===== src/design/rsb_pkg.sv =====
/*
  Shared constants and types of the receiver read-back register bank:
  register offsets, field layouts, page and measurement-source codes.
  Assumes one 125 MHz system clock and the documented byte-wide
  host register port in front of the bank.
*/
`default_nettype none

package rsb_pkg;

  // Register offsets on the host register port
  localparam logic [7:0] ADDR_GAIN_HEALTH   = 8'h0E;
  localparam logic [7:0] ADDR_SIGNAL_LEVELS = 8'h0F;
  localparam logic [7:0] ADDR_PAGED_STATUS  = 8'h10;
  localparam logic [7:0] ADDR_MEASURE_SEL   = 8'h11;
  localparam logic [7:0] ADDR_CHIP_VERSION  = 8'h13;

  // Reset values and read value of unmapped or empty locations
  localparam logic [7:0] MEASURE_SEL_RESET = 8'h00;
  localparam logic [7:0] READ_ZERO         = 8'h00;
  // Arbitrary neutral version code, not tied to any real part
  localparam logic [7:0] VERSION_DEFAULT   = 8'hA5;

  // Status page selector codes
  typedef enum logic [2:0] {
    PAGE_GAIN_LIMIT = 3'b000,
    PAGE_VCO        = 3'b001,
    PAGE_FILTER_CAL = 3'b010,
    PAGE_PILOT_FREQ = 3'b011
  } rsb_page_t;

  // ADC measurement sources
  typedef enum logic [2:0] {
    MEAS_NONE         = 3'b000,
    MEAS_MIXER_DC_I   = 3'b001,
    MEAS_ADC_PIN      = 3'b011,
    MEAS_RF_LEVEL     = 3'b100,
    MEAS_EXT_SUPPLY   = 3'b111
  } rsb_meas_src_t;

  // Host register request, one cycle per access
  typedef struct packed {
    logic       rd;
    logic       wr;
    logic [7:0] addr;
    logic [7:0] wdata;
  } rsb_reg_req_t;

  // Health flags, asynchronous to sys_clk
  typedef struct packed {
    logic rf_level_stable;
    logic synth_locked;
    logic xtal_stable;
  } rsb_health_t;

  // Receiver measurement results, from logic on sys_clk
  typedef struct packed {
    logic [2:0] agc_level;
    logic       in_select;
    logic [3:0] strength_q;
    logic [3:0] strength_i;
    logic [2:0] gain_limit_i;
    logic [2:0] gain_limit_q;
    logic [3:0] vco_range;
    logic       vco_type;
    logic [2:0] vco_voltage;
    logic [3:0] highpass_trim;
    logic [3:0] lowpass_trim;
    logic [7:0] pilot_freq;
  } rsb_rx_status_t;

  // Register layouts
  typedef struct packed {
    logic       rsvd;
    logic [2:0] agc_level;
    logic       in_select;
    logic       rf_level_stable;
    logic       synth_locked;
    logic       xtal_stable;
  } rsb_gain_health_t;

  typedef struct packed {
    logic [3:0] strength_q;
    logic [3:0] strength_i;
  } rsb_levels_t;

  typedef struct packed {
    logic [1:0] rsvd;
    logic [2:0] gain_limit_i;
    logic [2:0] gain_limit_q;
  } rsb_page_agl_t;

  typedef struct packed {
    logic [3:0] vco_range;
    logic       vco_type;
    logic [2:0] vco_voltage;
  } rsb_vco_readback_t;

  typedef struct packed {
    logic [3:0] highpass_trim;
    logic [3:0] lowpass_trim;
  } rsb_page_trim_t;

endpackage

`default_nettype wire


===== src/design/rsb_pin_sync.sv =====
/*
  Pin synchroniser for a group of asynchronous levels.
  Each bit passes four flip-flops; the output follows once the
  second and third stages agree, which filters single-cycle glitches.
  Assumes the inputs are slow levels, not pulses.
*/
`default_nettype none

module rsb_pin_sync #(
  parameter int unsigned WIDTH = 1
) (
  // Clock and reset
  input  wire logic             sys_clk,
  input  wire logic             rst_n,
  // Asynchronous levels in, settled levels out
  input  wire logic [WIDTH-1:0] pin_in,
  output logic      [WIDTH-1:0] level_out
);

  genvar gi;
  generate
    for (gi = 0; gi < WIDTH; gi++)
    begin : g_bit
      logic stage1_q;
      logic stage2_q;
      logic stage3_q;
      logic level_q;

      // First stage feeds only the second
      always_ff @(posedge sys_clk)
      begin
        if (!rst_n)
        begin
          stage1_q <= 1'b0;
          stage2_q <= 1'b0;
          stage3_q <= 1'b0;
        end
        else
        begin
          stage1_q <= pin_in[gi];
          stage2_q <= stage1_q;
          stage3_q <= stage2_q;
        end
      end

      // Accept a change only when two settled stages agree
      always_ff @(posedge sys_clk)
      begin
        if (!rst_n)
          level_q <= 1'b0;
        else if (stage2_q == stage3_q)
          level_q <= stage3_q;
      end

      assign level_out[gi] = level_q;
    end
  endgenerate

endmodule

`default_nettype wire


===== src/design/rsb_readback_bank.sv =====
/*
  Receiver read-back register bank: gain and health status, two-channel
  signal strength, paged receiver status, ADC measurement selector and
  version code. Reads answer one cycle after the request.
  Assumes the host port logic delivers one-cycle rd/wr strobes on
  sys_clk, the test-setting register supplies the page selector, and
  rx_start/tx_start are one-cycle pulses from the framing logic.
*/
`default_nettype none

// Behaviour
// - AGC level in bits 6:4, bit 7 zero
// - Bit 3 shows decoding channel, I or Q
// - Bits 2:0 show RF, synthesizer, crystal health
// - Q strength high nibble, I strength low
// - Strengths held from transmission to next reception
// - Page 0 shows I and Q gain limits
// - Page 1 bits 7:4 show VCO range
// - Page 1 VCO type and pin voltage
// - Page 2 shows highpass and lowpass trims
// - Page 3 shows pilot frequency count
// - Selector bits 2:0 route ADC source
// - Selector cleared by reset or chip disable
// - Three-bit page selector chooses paged view
module rsb_readback_bank #(
  parameter logic [7:0] VERSION_CODE = rsb_pkg::VERSION_DEFAULT
) (
  // Clock and reset
  input  wire logic                    sys_clk,
  input  wire logic                    rst_n,
  // Chip enable pin, asynchronous
  input  wire logic                    chip_en,
  // Host register port
  input  wire rsb_pkg::rsb_reg_req_t   req,
  output logic [7:0]                   rd_data,
  output logic                         rd_valid,
  // Reception framing events
  input  wire logic                    rx_start,
  input  wire logic                    tx_start,
  // Page selector from the test-setting register
  input  wire logic [2:0]              status_page_sel,
  // Receiver results and asynchronous health flags
  input  wire rsb_pkg::rsb_rx_status_t rx_status,
  input  wire rsb_pkg::rsb_health_t    health_raw,
  // ADC source selection
  output rsb_pkg::rsb_meas_src_t       meas_sel
);
  import rsb_pkg::*;

  logic             chip_en_s;
  rsb_health_t      health_s;
  logic             rx_window_q;
  logic             in_select_q;
  rsb_levels_t      levels_q;
  rsb_meas_src_t    meas_sel_q;
  rsb_meas_src_t    meas_sel_d;
  rsb_gain_health_t gain_view;
  rsb_page_agl_t    agl_view;
  rsb_vco_readback_t vco_view;
  rsb_page_trim_t   trim_view;
  logic [7:0]       paged_view;
  logic [7:0]       rd_data_d;
  logic [7:0]       rd_data_q;
  logic             rd_valid_q;

  // Pins from outside the clock domain
  rsb_pin_sync #(
    .WIDTH     (4)
  ) u_pin_sync (
    .sys_clk   (sys_clk),
    .rst_n     (rst_n),
    .pin_in    ({chip_en, health_raw}),
    .level_out ({chip_en_s, health_s})
  );

  // Reception window; a new transmission closes it and wins a tie
  always_ff @(posedge sys_clk)
  begin
    if (!rst_n)
      rx_window_q <= 1'b0;
    else if (tx_start)
      rx_window_q <= 1'b0;
    else if (rx_start)
      rx_window_q <= 1'b1;
  end

  // Channel and strengths follow the receiver only inside the window,
  // so software sees frozen values after transmission starts
  always_ff @(posedge sys_clk)
  begin
    if (!rst_n)
    begin
      in_select_q <= 1'b0;
      levels_q    <= '0;
    end
    else if ((rx_window_q || rx_start) && !tx_start)
    begin
      in_select_q         <= rx_status.in_select;
      levels_q.strength_q <= rx_status.strength_q;
      levels_q.strength_i <= rx_status.strength_i;
    end
  end

  // Undocumented selector codes fall back to no source
  always_comb
  begin
    unique case (req.wdata[2:0])
      MEAS_MIXER_DC_I: meas_sel_d = MEAS_MIXER_DC_I;
      MEAS_ADC_PIN:    meas_sel_d = MEAS_ADC_PIN;
      MEAS_RF_LEVEL:   meas_sel_d = MEAS_RF_LEVEL;
      MEAS_EXT_SUPPLY: meas_sel_d = MEAS_EXT_SUPPLY;
      default:         meas_sel_d = MEAS_NONE;
    endcase
  end

  // Measurement selector; disable overrides any write
  always_ff @(posedge sys_clk)
  begin
    if (!rst_n || !chip_en_s)
      meas_sel_q <= rsb_meas_src_t'(MEASURE_SEL_RESET[2:0]);
    else if (req.wr && req.addr == ADDR_MEASURE_SEL)
      meas_sel_q <= meas_sel_d;
  end

  assign meas_sel = meas_sel_q;

  // Register views
  always_comb
  begin
    gain_view.rsvd            = 1'b0;
    gain_view.agc_level       = rx_status.agc_level;
    gain_view.in_select       = in_select_q;
    gain_view.rf_level_stable = health_s.rf_level_stable;
    gain_view.synth_locked    = health_s.synth_locked;
    gain_view.xtal_stable     = health_s.xtal_stable;
    agl_view.rsvd             = 2'b00;
    agl_view.gain_limit_i     = rx_status.gain_limit_i;
    agl_view.gain_limit_q     = rx_status.gain_limit_q;
    vco_view.vco_range        = rx_status.vco_range;
    vco_view.vco_type         = rx_status.vco_type;
    vco_view.vco_voltage      = rx_status.vco_voltage;
    trim_view.highpass_trim   = rx_status.highpass_trim;
    trim_view.lowpass_trim    = rx_status.lowpass_trim;
  end

  // Paged view; unused pages read as zero
  always_comb
  begin
    unique case (status_page_sel)
      PAGE_GAIN_LIMIT: paged_view = agl_view;
      PAGE_VCO:        paged_view = vco_view;
      PAGE_FILTER_CAL: paged_view = trim_view;
      PAGE_PILOT_FREQ: paged_view = rx_status.pilot_freq;
      default:         paged_view = READ_ZERO;
    endcase
  end

  // Read decode; unmapped offsets answer zero
  always_comb
  begin
    unique case (req.addr)
      ADDR_GAIN_HEALTH:   rd_data_d = gain_view;
      ADDR_SIGNAL_LEVELS: rd_data_d = levels_q;
      ADDR_PAGED_STATUS:  rd_data_d = paged_view;
      ADDR_MEASURE_SEL:   rd_data_d = {5'h00, meas_sel_q};
      ADDR_CHIP_VERSION:  rd_data_d = VERSION_CODE;
      default:            rd_data_d = READ_ZERO;
    endcase
  end

  // Read data registered; holds until the next read
  always_ff @(posedge sys_clk)
  begin
    if (!rst_n)
      rd_data_q <= READ_ZERO;
    else if (req.rd)
      rd_data_q <= rd_data_d;
  end

  // One-cycle answer strobe
  always_ff @(posedge sys_clk)
  begin
    if (!rst_n)
      rd_valid_q <= 1'b0;
    else
      rd_valid_q <= req.rd;
  end

  assign rd_data  = rd_data_q;
  assign rd_valid = rd_valid_q;
endmodule

`default_nettype wire


===== config.mk =====
export PLATFORM = sky130hd
export DESIGN_NAME = rsb_readback_bank
export DESIGN_NICKNAME = d
export VERILOG_FILES = /design/src/design/rsb_pkg.sv /design/src/design/rsb_pin_sync.sv /design/src/design/rsb_readback_bank.sv
export SDC_FILE = /design/constraint.sdc
export NUM_CORES = 1
export LEC_CHECK = 0
export ABC_AREA = 0
export BUFFER_PORTS_ARGS = -buffer_cell sky130_fd_sc_hd__buf_2
export CAP_MARGIN = 25
export CORE_MARGIN = 2
export CORE_UTILIZATION = 41
export DETAILED_ROUTE_END_ITERATION = 10
export PLACE_DENSITY = 0.75
export SYNTH_ARGS = -nofsm -noshare
export SYNTH_HDL_FRONTEND = slang
export SYNTH_SLANG_ARGS = --single-unit

===== constraint.sdc =====
create_clock -name sys_clk -period 1.5 [get_ports sys_clk]
set_clock_uncertainty 0.2 [all_clocks]
set_input_delay 0.075 -clock sys_clk [delete_from_list [all_inputs] [get_ports sys_clk]]
set_output_delay 0.075 -clock sys_clk [all_outputs]
set_load 0.05 [all_outputs]

Word-level counts from Yosys, hierarchy flattened

Cells that the tools add are included.

Equality and inequality tests: 16
Muxes and demuxes: 3
Bitwise logic cells: 1
Reductions and logical operators: 9

Operators with widths:

| cell                 | number |
|---|---|
| $pmux W8 S5          | 1 |
| $pmux W8 S4          | 1 |
| $eq A8 B5 Y1 const B | 3 |
| $eq A8 B4 Y1 const B | 2 |
| $pmux W3 S4          | 1 |
| $eq A3 B2 Y1 const B | 3 |
| $eq A3 B1 Y1 const B | 2 |
| $eq A3 B3 Y1 const B | 2 |
| $eq A1 B1 Y1         | 4 |
| $logic_not A1 Y1     | 3 |
| $logic_not A3 Y1     | 1 |
| $logic_and A1 B1 Y1  | 2 |
| $logic_or A1 B1 Y1   | 2 |
| $reduce_or A2 Y1     | 1 |
| $not A1 Y1           | 1 |

Flip-flop bits (word level): 38
Bits of input ports: 71
Output and inout port bits: 12
Logic and storage cells: 52

Depth between registers and ports, before layout

Gate-level depths: netlist of the first run.

Depth in word-level cells: 3
Depth in mapped cells: 5
Mapped depth without buffers: 4

Modules after synthesis

A second synthesis of the first run with hierarchy kept.

Cells, all modules: 188
Area, all modules: 1,821.7 sq um

Modules (own cells, without submodules):

| module            | times used | cells an instance | area each (sq um) | seq. area each (sq um) |
|---|---|---|---|---|
| rsb_readback_bank | 1          | 143               | 1,310.0           | 440.4 |
| rsb_pin_sync      | 1          | 45                | 511.7             | 320.3 |

Least setup slack after synthesis of the first run

No wires, ideal clock.

Kind: input port to flip-flop
From: input port status_page_sel[0]
To: register rd_data_q[1], in the netlist rd_data[1]
Setup time: 0.130 ns
Arrival: 1.176 ns
Required time: 1.170 ns
Slack: -0.005 ns
Stages: 5
Path buffers: 1
Cell sequence: buf_6 -> mux4_2 -> and3_1 -> a311oi_1 -> o22ai_1

Longest elaborated chain between the ends: 3
Elaborated cells between the ends (all ways): 6
Those cells by class: 3 x eq/ne; 2 x mux; 1 x reduce/logical

RTL lines:

| element                                    | RTL line                 | text |
|---|---|---|
| start: declaration                         | rsb_readback_bank.sv:41  | `input wire logic [2:0] status_page_sel,` |
| $eq A3 B2 Y1, or another cell as far along | rsb_readback_bank.sv:149 | `unique case (status_page_sel)` |
| $pmux W8 S4 *                              | rsb_readback_bank.sv:149 |  |
| $pmux W8 S5 *                              | rsb_readback_bank.sv:161 | `unique case (req.addr)` |
| end signal: assignment                     | rsb_readback_bank.sv:177 | `rd_data_q <= rd_data_d;` |
| end: declaration                           | rsb_readback_bank.sv:63  | `logic [7:0] rd_data_q;` |

Every way passes the cells marked *; elsewhere a longest branch is shown, timed or not.
A chain may end at the register's enable or synchronous reset.

Worst setup path in the final report of the first run

From: input port status_page_sel[0]
To: register rd_data_q[5], in the netlist rd_data[5]

Same word-level chain as after synthesis.

==> impl_metrics.tcl, run 1 <==
set metrics [dict create \
    endpoint_kind "flop" \
    area_delta_synth_final_pct 42.93 \
    arrival_ns 1.35 \
    fin_nets 363 \
    m1WireLength_mm 2.044 \
    ir_drop_v 0.0007139 \
    fill_cells 360 \
    finalSetupViolCount 0 \
    p_leak_nw 1.084 \
    final.period_utilization 0.9131 \
    port_buffers 77 \
    rsz0062_at_grt "no" \
    synth_area_mm2 0.001752 \
    clockRootBuffer "clkbuf_8" \
    die_w_um 69.37 \
    track_usage 0.1950 \
    grt_pass1_wl_mm 7.479 \
    hp-start "rx_status[23]" \
    route.met2.wl_mm 2.335 \
    placed_area_mm2 0.002206 \
    synth_fp_nets 262 \
    antenna_found_initial 0 \
    die_area_mm2 0.004812 \
    drv_cap 0 \
    yosysTopAreaCell "dfxtp_1" \
    finalMaxSlewViolations 0 \
    vias 1733 \
    design_area_mm2 0.002504 \
    final_antenna_net_count 0 \
    status "finished clean" \
    r2r_end "levels_q[1]" \
    ys_top_cells_by_area "dfxtp_1 (43%), nand2_1 (6.6%), mux4_1 (6.0%)" \
    max_freq_mhz 730.1 \
    postSynthCellCount 191 \
    required_ns 1.48 \
    cts_buffers 5 \
    io_pins 83 \
    synthArstFlopShare 0 \
    insertion_delay_ns 0.29 \
    dr.pass1.iters 5 \
    die_h_um 69.37 \
    cts-htree-levels 2 \
    wirelength_mm 4.679 \
    layout_setup_ws_ns 0.1303 \
    r2r-start "rx_window_q" \
    hold_depth 4 \
    syn_avg_cell_area_um2 9.171 \
    hold_path_end "rd_data[7]" \
    ff2ff_setup_slack_ns 0.24 \
    cp_max_fo 9 \
    ff2ff_path_depth 4 \
    start_util 0.4317 \
    cp-start-kind "primary input" \
    power_mw 2.099 \
    overflow 0 \
    grt_pass1_vias 1619 \
    cts_buffer_depth 2 \
    synth_edf_count 0 \
    worst_pin_slew_ns 0.3850 \
    rows 23 \
    drc_errors 0 \
    ys_seq_area_frac 0.4343 \
    max-slew-margin-rel 0.7414 \
    final_core_util 0.6170 \
    hold_violations 0 \
    yosys_warnings 0 \
    synth_cell_types 37 \
    drt-vias-per-instance 5.052 \
    coreArea_mm2 0.004058 \
    clkSinkCount 38 \
    wl_per_cell_um 13.64 \
    clk_pin_slew_ns 0.07 \
    p_per_area_mw_per_mm2 838.5 \
    highest_layer "met4" \
    ys_ff_latch 38 \
    post-cts-setup-buffers 0 \
    period_minus_slack_ns 1.370 \
    gp_congestion 0.8522 \
    dpl.hpwl_mm 3.525 \
    critical_path_class "primary input to flop" \
    synth.top_cell.area_share 0.4343 \
    tritoncts "built" \
    grt_max_degree 28 \
    layout-drive-gt1-share 0.3379 \
    n_antenna_cell 0 \
    synth_top_flop_cell "dfxtp_1" \
    dr_wl_met3_um 232 \
    dp_worst_setup_slack_ns -0.1753 \
    drt_iter0_markers 87 \
    hp-class "primary input to flop" \
]
## worst max-delay path by stage
stage                       startpoint  slack (ns)           to  cells past startpoint
floorplan           status_page_sel[0]        0.02   rd_data[1]                      5
global placement    status_page_sel[0]       -0.14   rd_data[1]                      5
detailed placement  status_page_sel[0]       -0.18   rd_data[1]                      5
CTS                        rx_window_q        0.07  levels_q[1]                      4
global route        status_page_sel[0]        0.01   rd_data[1]                      5
finish              status_page_sel[0]        0.13   rd_data[5]                      5
## report_power, final
part,internal [mW],total [mW],switching (mW)
sequential,1.04,1.05,0.0139
combinational,0.179,0.319,0.141
clock,0.369,0.726,0.357
## per-stage QoR
stage	TNS [ns]	hold slack, ns	cells
floorplan	0	0.002293	191
global placement	-0.4360	0.08348	315
detailed placement	-0.5675	0.08674	315
CTS	0	-0.004136	342
global route	0	0.04961	343
finish	0	0.01060	343
## cells in the final DEF, fill, tap and decap left out, types with 2 or more instances in the layout
cell and n:
a21boi_0 13, a21oi_1 7, a221oi_1 2, a22o_1 2
a311oi_1 2, a31oi_1 2, and2_1 16, and3_1 3
buf_2 77, buf_4 7, clkbuf_8 6, dfxtp_1 38
dlygate4sd3_1 20, inv_1 4, mux2_2 2, mux2i_1 4
mux4_1 4, mux4_2 2, nand2_1 31, nand3_1 4
nand3b_1 2, nand4_1 2, nor2_1 6, nor2b_1 3
nor3_1 5, nor3b_1 3, o21ai_0 12, o21ai_1 2
## logic make-up (layout without fill, tap and decap cells)
family,after synthesis,after routing,share of synthesized area
simple gates,80,80,0.2336
compound gates,46,46,0.1707
flops,38,38,0.4343
buf+inv,14,116,0.03499
mux,12,12,0.1214
xor+xnor,1,1,0.005001
## cell usage after synthesis, drive strengths merged (3+ instances only)
| library cell | instances |
|---|---|
| dfxtp | 38 |
| nand2 | 31 |
| and2 | 16 |
| o21ai | 14 |
| a21boi | 13 |
| a21oi | 7 |
| clkbuf | 7 |
| nor2 | 7 |
| mux4 | 6 |
| nor3 | 5 |
| inv | 4 |
| mux2i | 4 |
| nand3 | 4 |
| and3 | 3 |
| buf | 3 |
| nor2b | 3 |
| nor3b | 3 |
## worst max-delay path, stage by stage
cell and delay (ns):
buf_2 0.22, mux4_2 0.53, and3_1 0.19, a311oi_1 0.24, o21ai_1 0.09
## what timing repair did
item | CTS | global route
endpoints found under the hold margin | 25 | 8
hold buffers | 19 | 1
resized for setup | 0 | 2
endpoints found under the setup margin | 0 | 9
## sequential cells by signal, indices dropped and copies added (netlist names)
name                       cells
u_pin_sync.g_bit.stage3_q      4
levels_q                       8
rd_data                        8
u_pin_sync.g_bit.stage1_q      4
rx_window_q                    1
meas_sel                       3
u_pin_sync.g_bit.level_q       4
u_pin_sync.g_bit.stage2_q      4
rd_valid                       1
in_select_q                    1
## routing by layer
| layer | up-vias | track usage |
|---|---|---|
| li1 | 884 | - |
| met4 | 0 | 0.06536 |
| met1 | 791 | 0.2452 |
| met5 | - | 0 |
| met3 | 4 | 0.04070 |
| met2 | 54 | 0.3323 |
## layout make-up
class / count / area [um2] / area share
Timing Repair Buffer: 104 / 638.1 / 0.2549
Tap cell: 50 / 62.56 / 0.02499
Inverter: 4 / 15.01 / 0.005997
Clock buffer: 6 / 82.58 / 0.03298
Sequential cell: 38 / 760.7 / 0.3038
Clock inverter: 2 / 12.51 / 0.004998
Multi-Input combinational cell: 139 / 932.1 / 0.3723
(Power assumes the default switching activity.)
==> run 2: changes to the inputs <==
--- a/config.mk
+++ b/config.mk
@@ -11,6 +11,7 @@
 export CORE_MARGIN = 2
 export CORE_UTILIZATION = 41
 export DETAILED_ROUTE_END_ITERATION = 10
+export HOLD_SLACK_MARGIN = 0.05
 export PLACE_DENSITY = 0.75
 export SYNTH_ARGS = -nofsm -noshare
 export SYNTH_HDL_FRONTEND = slang
==> run 2 against run 1 <==
Compared with the run above:
- fmax down 6.6%
- wire length up 5.4%
- combinational power up 5%
- final area up 2.4%
- die area unchanged
- critical endpoint is now rd_data[2]
- core utilization up 1.5 points
- sequential power about the same
- register-to-register slack about the same
- largest cell class unchanged
- critical path depth up 2
- global-route usage up 0.61 points
==> impl_metrics.tcl, run 2 (synthesis results as in run 1) <==
set metrics [dict create \
    r2r-start "rx_window_q" \
    start_util 0.4317 \
    overflow 0 \
    slowest_stage "dlygate4sd3_1" \
    drv_cap 0 \
    clk_pin_slew_ns 0.07 \
    ir_drop_v 0.0007143 \
    drt_iter0_markers 72 \
    final.period_utilization 0.9771 \
    n_antenna_cell 0 \
    cts_buffers 5 \
    period_minus_slack_ns 1.466 \
    cts_buffer_depth 2 \
    p_leak_nw 1.104 \
    cts-htree-levels 2 \
    coreArea_mm2 0.004058 \
    dr.pass1.iters 5 \
    required_ns 1.51 \
    track_usage 0.2012 \
    status "finished clean" \
    wl_per_cell_um 14.17 \
    layout_setup_ws_ns 0.03429 \
    clockRootBuffer "clkbuf_8" \
    dp_worst_setup_slack_ns -0.1753 \
    hp-class "primary input to flop" \
    critical_path_class "primary input to flop" \
    gp_congestion 0.8522 \
    wirelength_mm 4.930 \
    rows 23 \
    clkSinkCount 38 \
    die_h_um 69.37 \
    cp_top_family "buffers and inverters" \
    final_antenna_net_count 0 \
    p_per_area_mw_per_mm2 825.0 \
    cp_max_fo 3 \
    grt_max_degree 28 \
    final_cell_mix "buf_2 (77), dfxtp_1 (38), nand2_1 (31), dlygate4sd3_1 (25), and2_1 (16)" \
    io_pins 83 \
    area_delta_synth_final_pct 46.36 \
    max_freq_mhz 682.3 \
    port_buffers 77 \
    vias 1777 \
    hp-start "req[9]" \
    cp-start-kind "primary input" \
    finalSetupViolCount 0 \
    insertion_delay_ns 0.29 \
    hold_violations 0 \
    antenna_found_initial 0 \
    drc_errors 0 \
    drt-vias-per-instance 5.106 \
    layout-drive-gt1-share 0.3389 \
    critical_path_buf_inv_count 3 \
    arrival_ns 1.47 \
    cp_slowest_stage_delay_ns 0.54 \
    die_w_um 69.37 \
    fin_nets 368 \
    grt_pass1_wl_mm 7.686 \
    tns_ns 0 \
    tritoncts "built" \
    die_area_mm2 0.004812 \
    startpoint "req[14]" \
    endpoint_kind "flop" \
    mostFrequentLayoutCell "buf_2" \
    max-slew-margin-rel 0.7448 \
    finalMaxSlewViolations 0 \
    dpl.hpwl_mm 3.525 \
    path_cells "dlygate4sd3_1 > buf_2 > nor3_2 > buf_4 > and2_1 > o21ai_0 > a31oi_1" \
    worst_pin_slew_ns 0.3825 \
    grt_pass1_vias 1649 \
]
run 2: cell types whose count changed in the layout (fill, tap and decap cells not counted), sizes merged:
cell	before	now
dlygate4sd3	20	25
run 2: what timing repair did:
action / CTS / global route
hold buffers: 24 / 1
setup buffers: 0 / 0
resized for setup: 0 / 5
endpoints found under the hold margin: 26 / 10
setup endpoints to repair: 0 / 15
run 2: area by class of cell:
class / count / area (um2)
sequential: 38 / 760.7
timing repair buffer: 109 / 688.2
multi-input combinational: 139 / 942.2
clock inverter: 2 / 12.51
tap: 50 / 62.56
inverter: 4 / 15.01
fill: 359 / 1494
clock buffer: 6 / 82.58
run 2: per-stage QoR:
stage | power [mW] | cell area (um2) | instances | hold WS [ns] | utilization
floorplan | 1.223 | 1752 | 191 | 0.002293 | -
global placement | 1.345 | 2206 | 315 | 0.08348 | 0.5436
detailed placement | 1.353 | 2206 | 315 | 0.08674 | 0.5436
finish | 2.115 | 2564 | 348 | 0.07602 | 0.6318
CTS | 2.124 | 2541 | 347 | -0.004136 | 0.6263
global route | 2.209 | 2564 | 348 | 0.09917 | 0.6318
run 2: final timing paths:
kind | endpoint | slack [ns] | depth (start not counted)
max | rd_data[2] | 0.03 | 7
min | rd_data[5] | 0.08 | 4
max reg2reg | levels_q[1] | 0.24 | 4
min reg2reg | u_pin_sync.g_bit[2].stage2_q | 0.24 | 1
run 2: power by group:
| group | internal, mW | switching, mW |
|---|---|---|
| Combinational | 0.188 | 0.146 |
| Sequential | 1.04 | 0.0139 |
| Clock | 0.369 | 0.358 |
run 2: layer usage:
| layer | GRT usage | up-vias | wire [um] |
|---|---|---|---|
| li1 | - | 892 | - |
| met1 | 0.2489 | 824 | 2118 |
| met4 | 0.06536 | 0 | 66 |
| met2 | 0.3494 | 57 | 2528 |
| met3 | 0.04070 | 4 | 216 |
| met5 | 0 | - | 0 |
run 2: worst register-to-register path: stages (launching register included):
cell,delay (ns)
dfxtp_1,0.32
nor2_1,0.06
nor2_2,0.31
nand2_1,0.12
a21boi_0,0.18
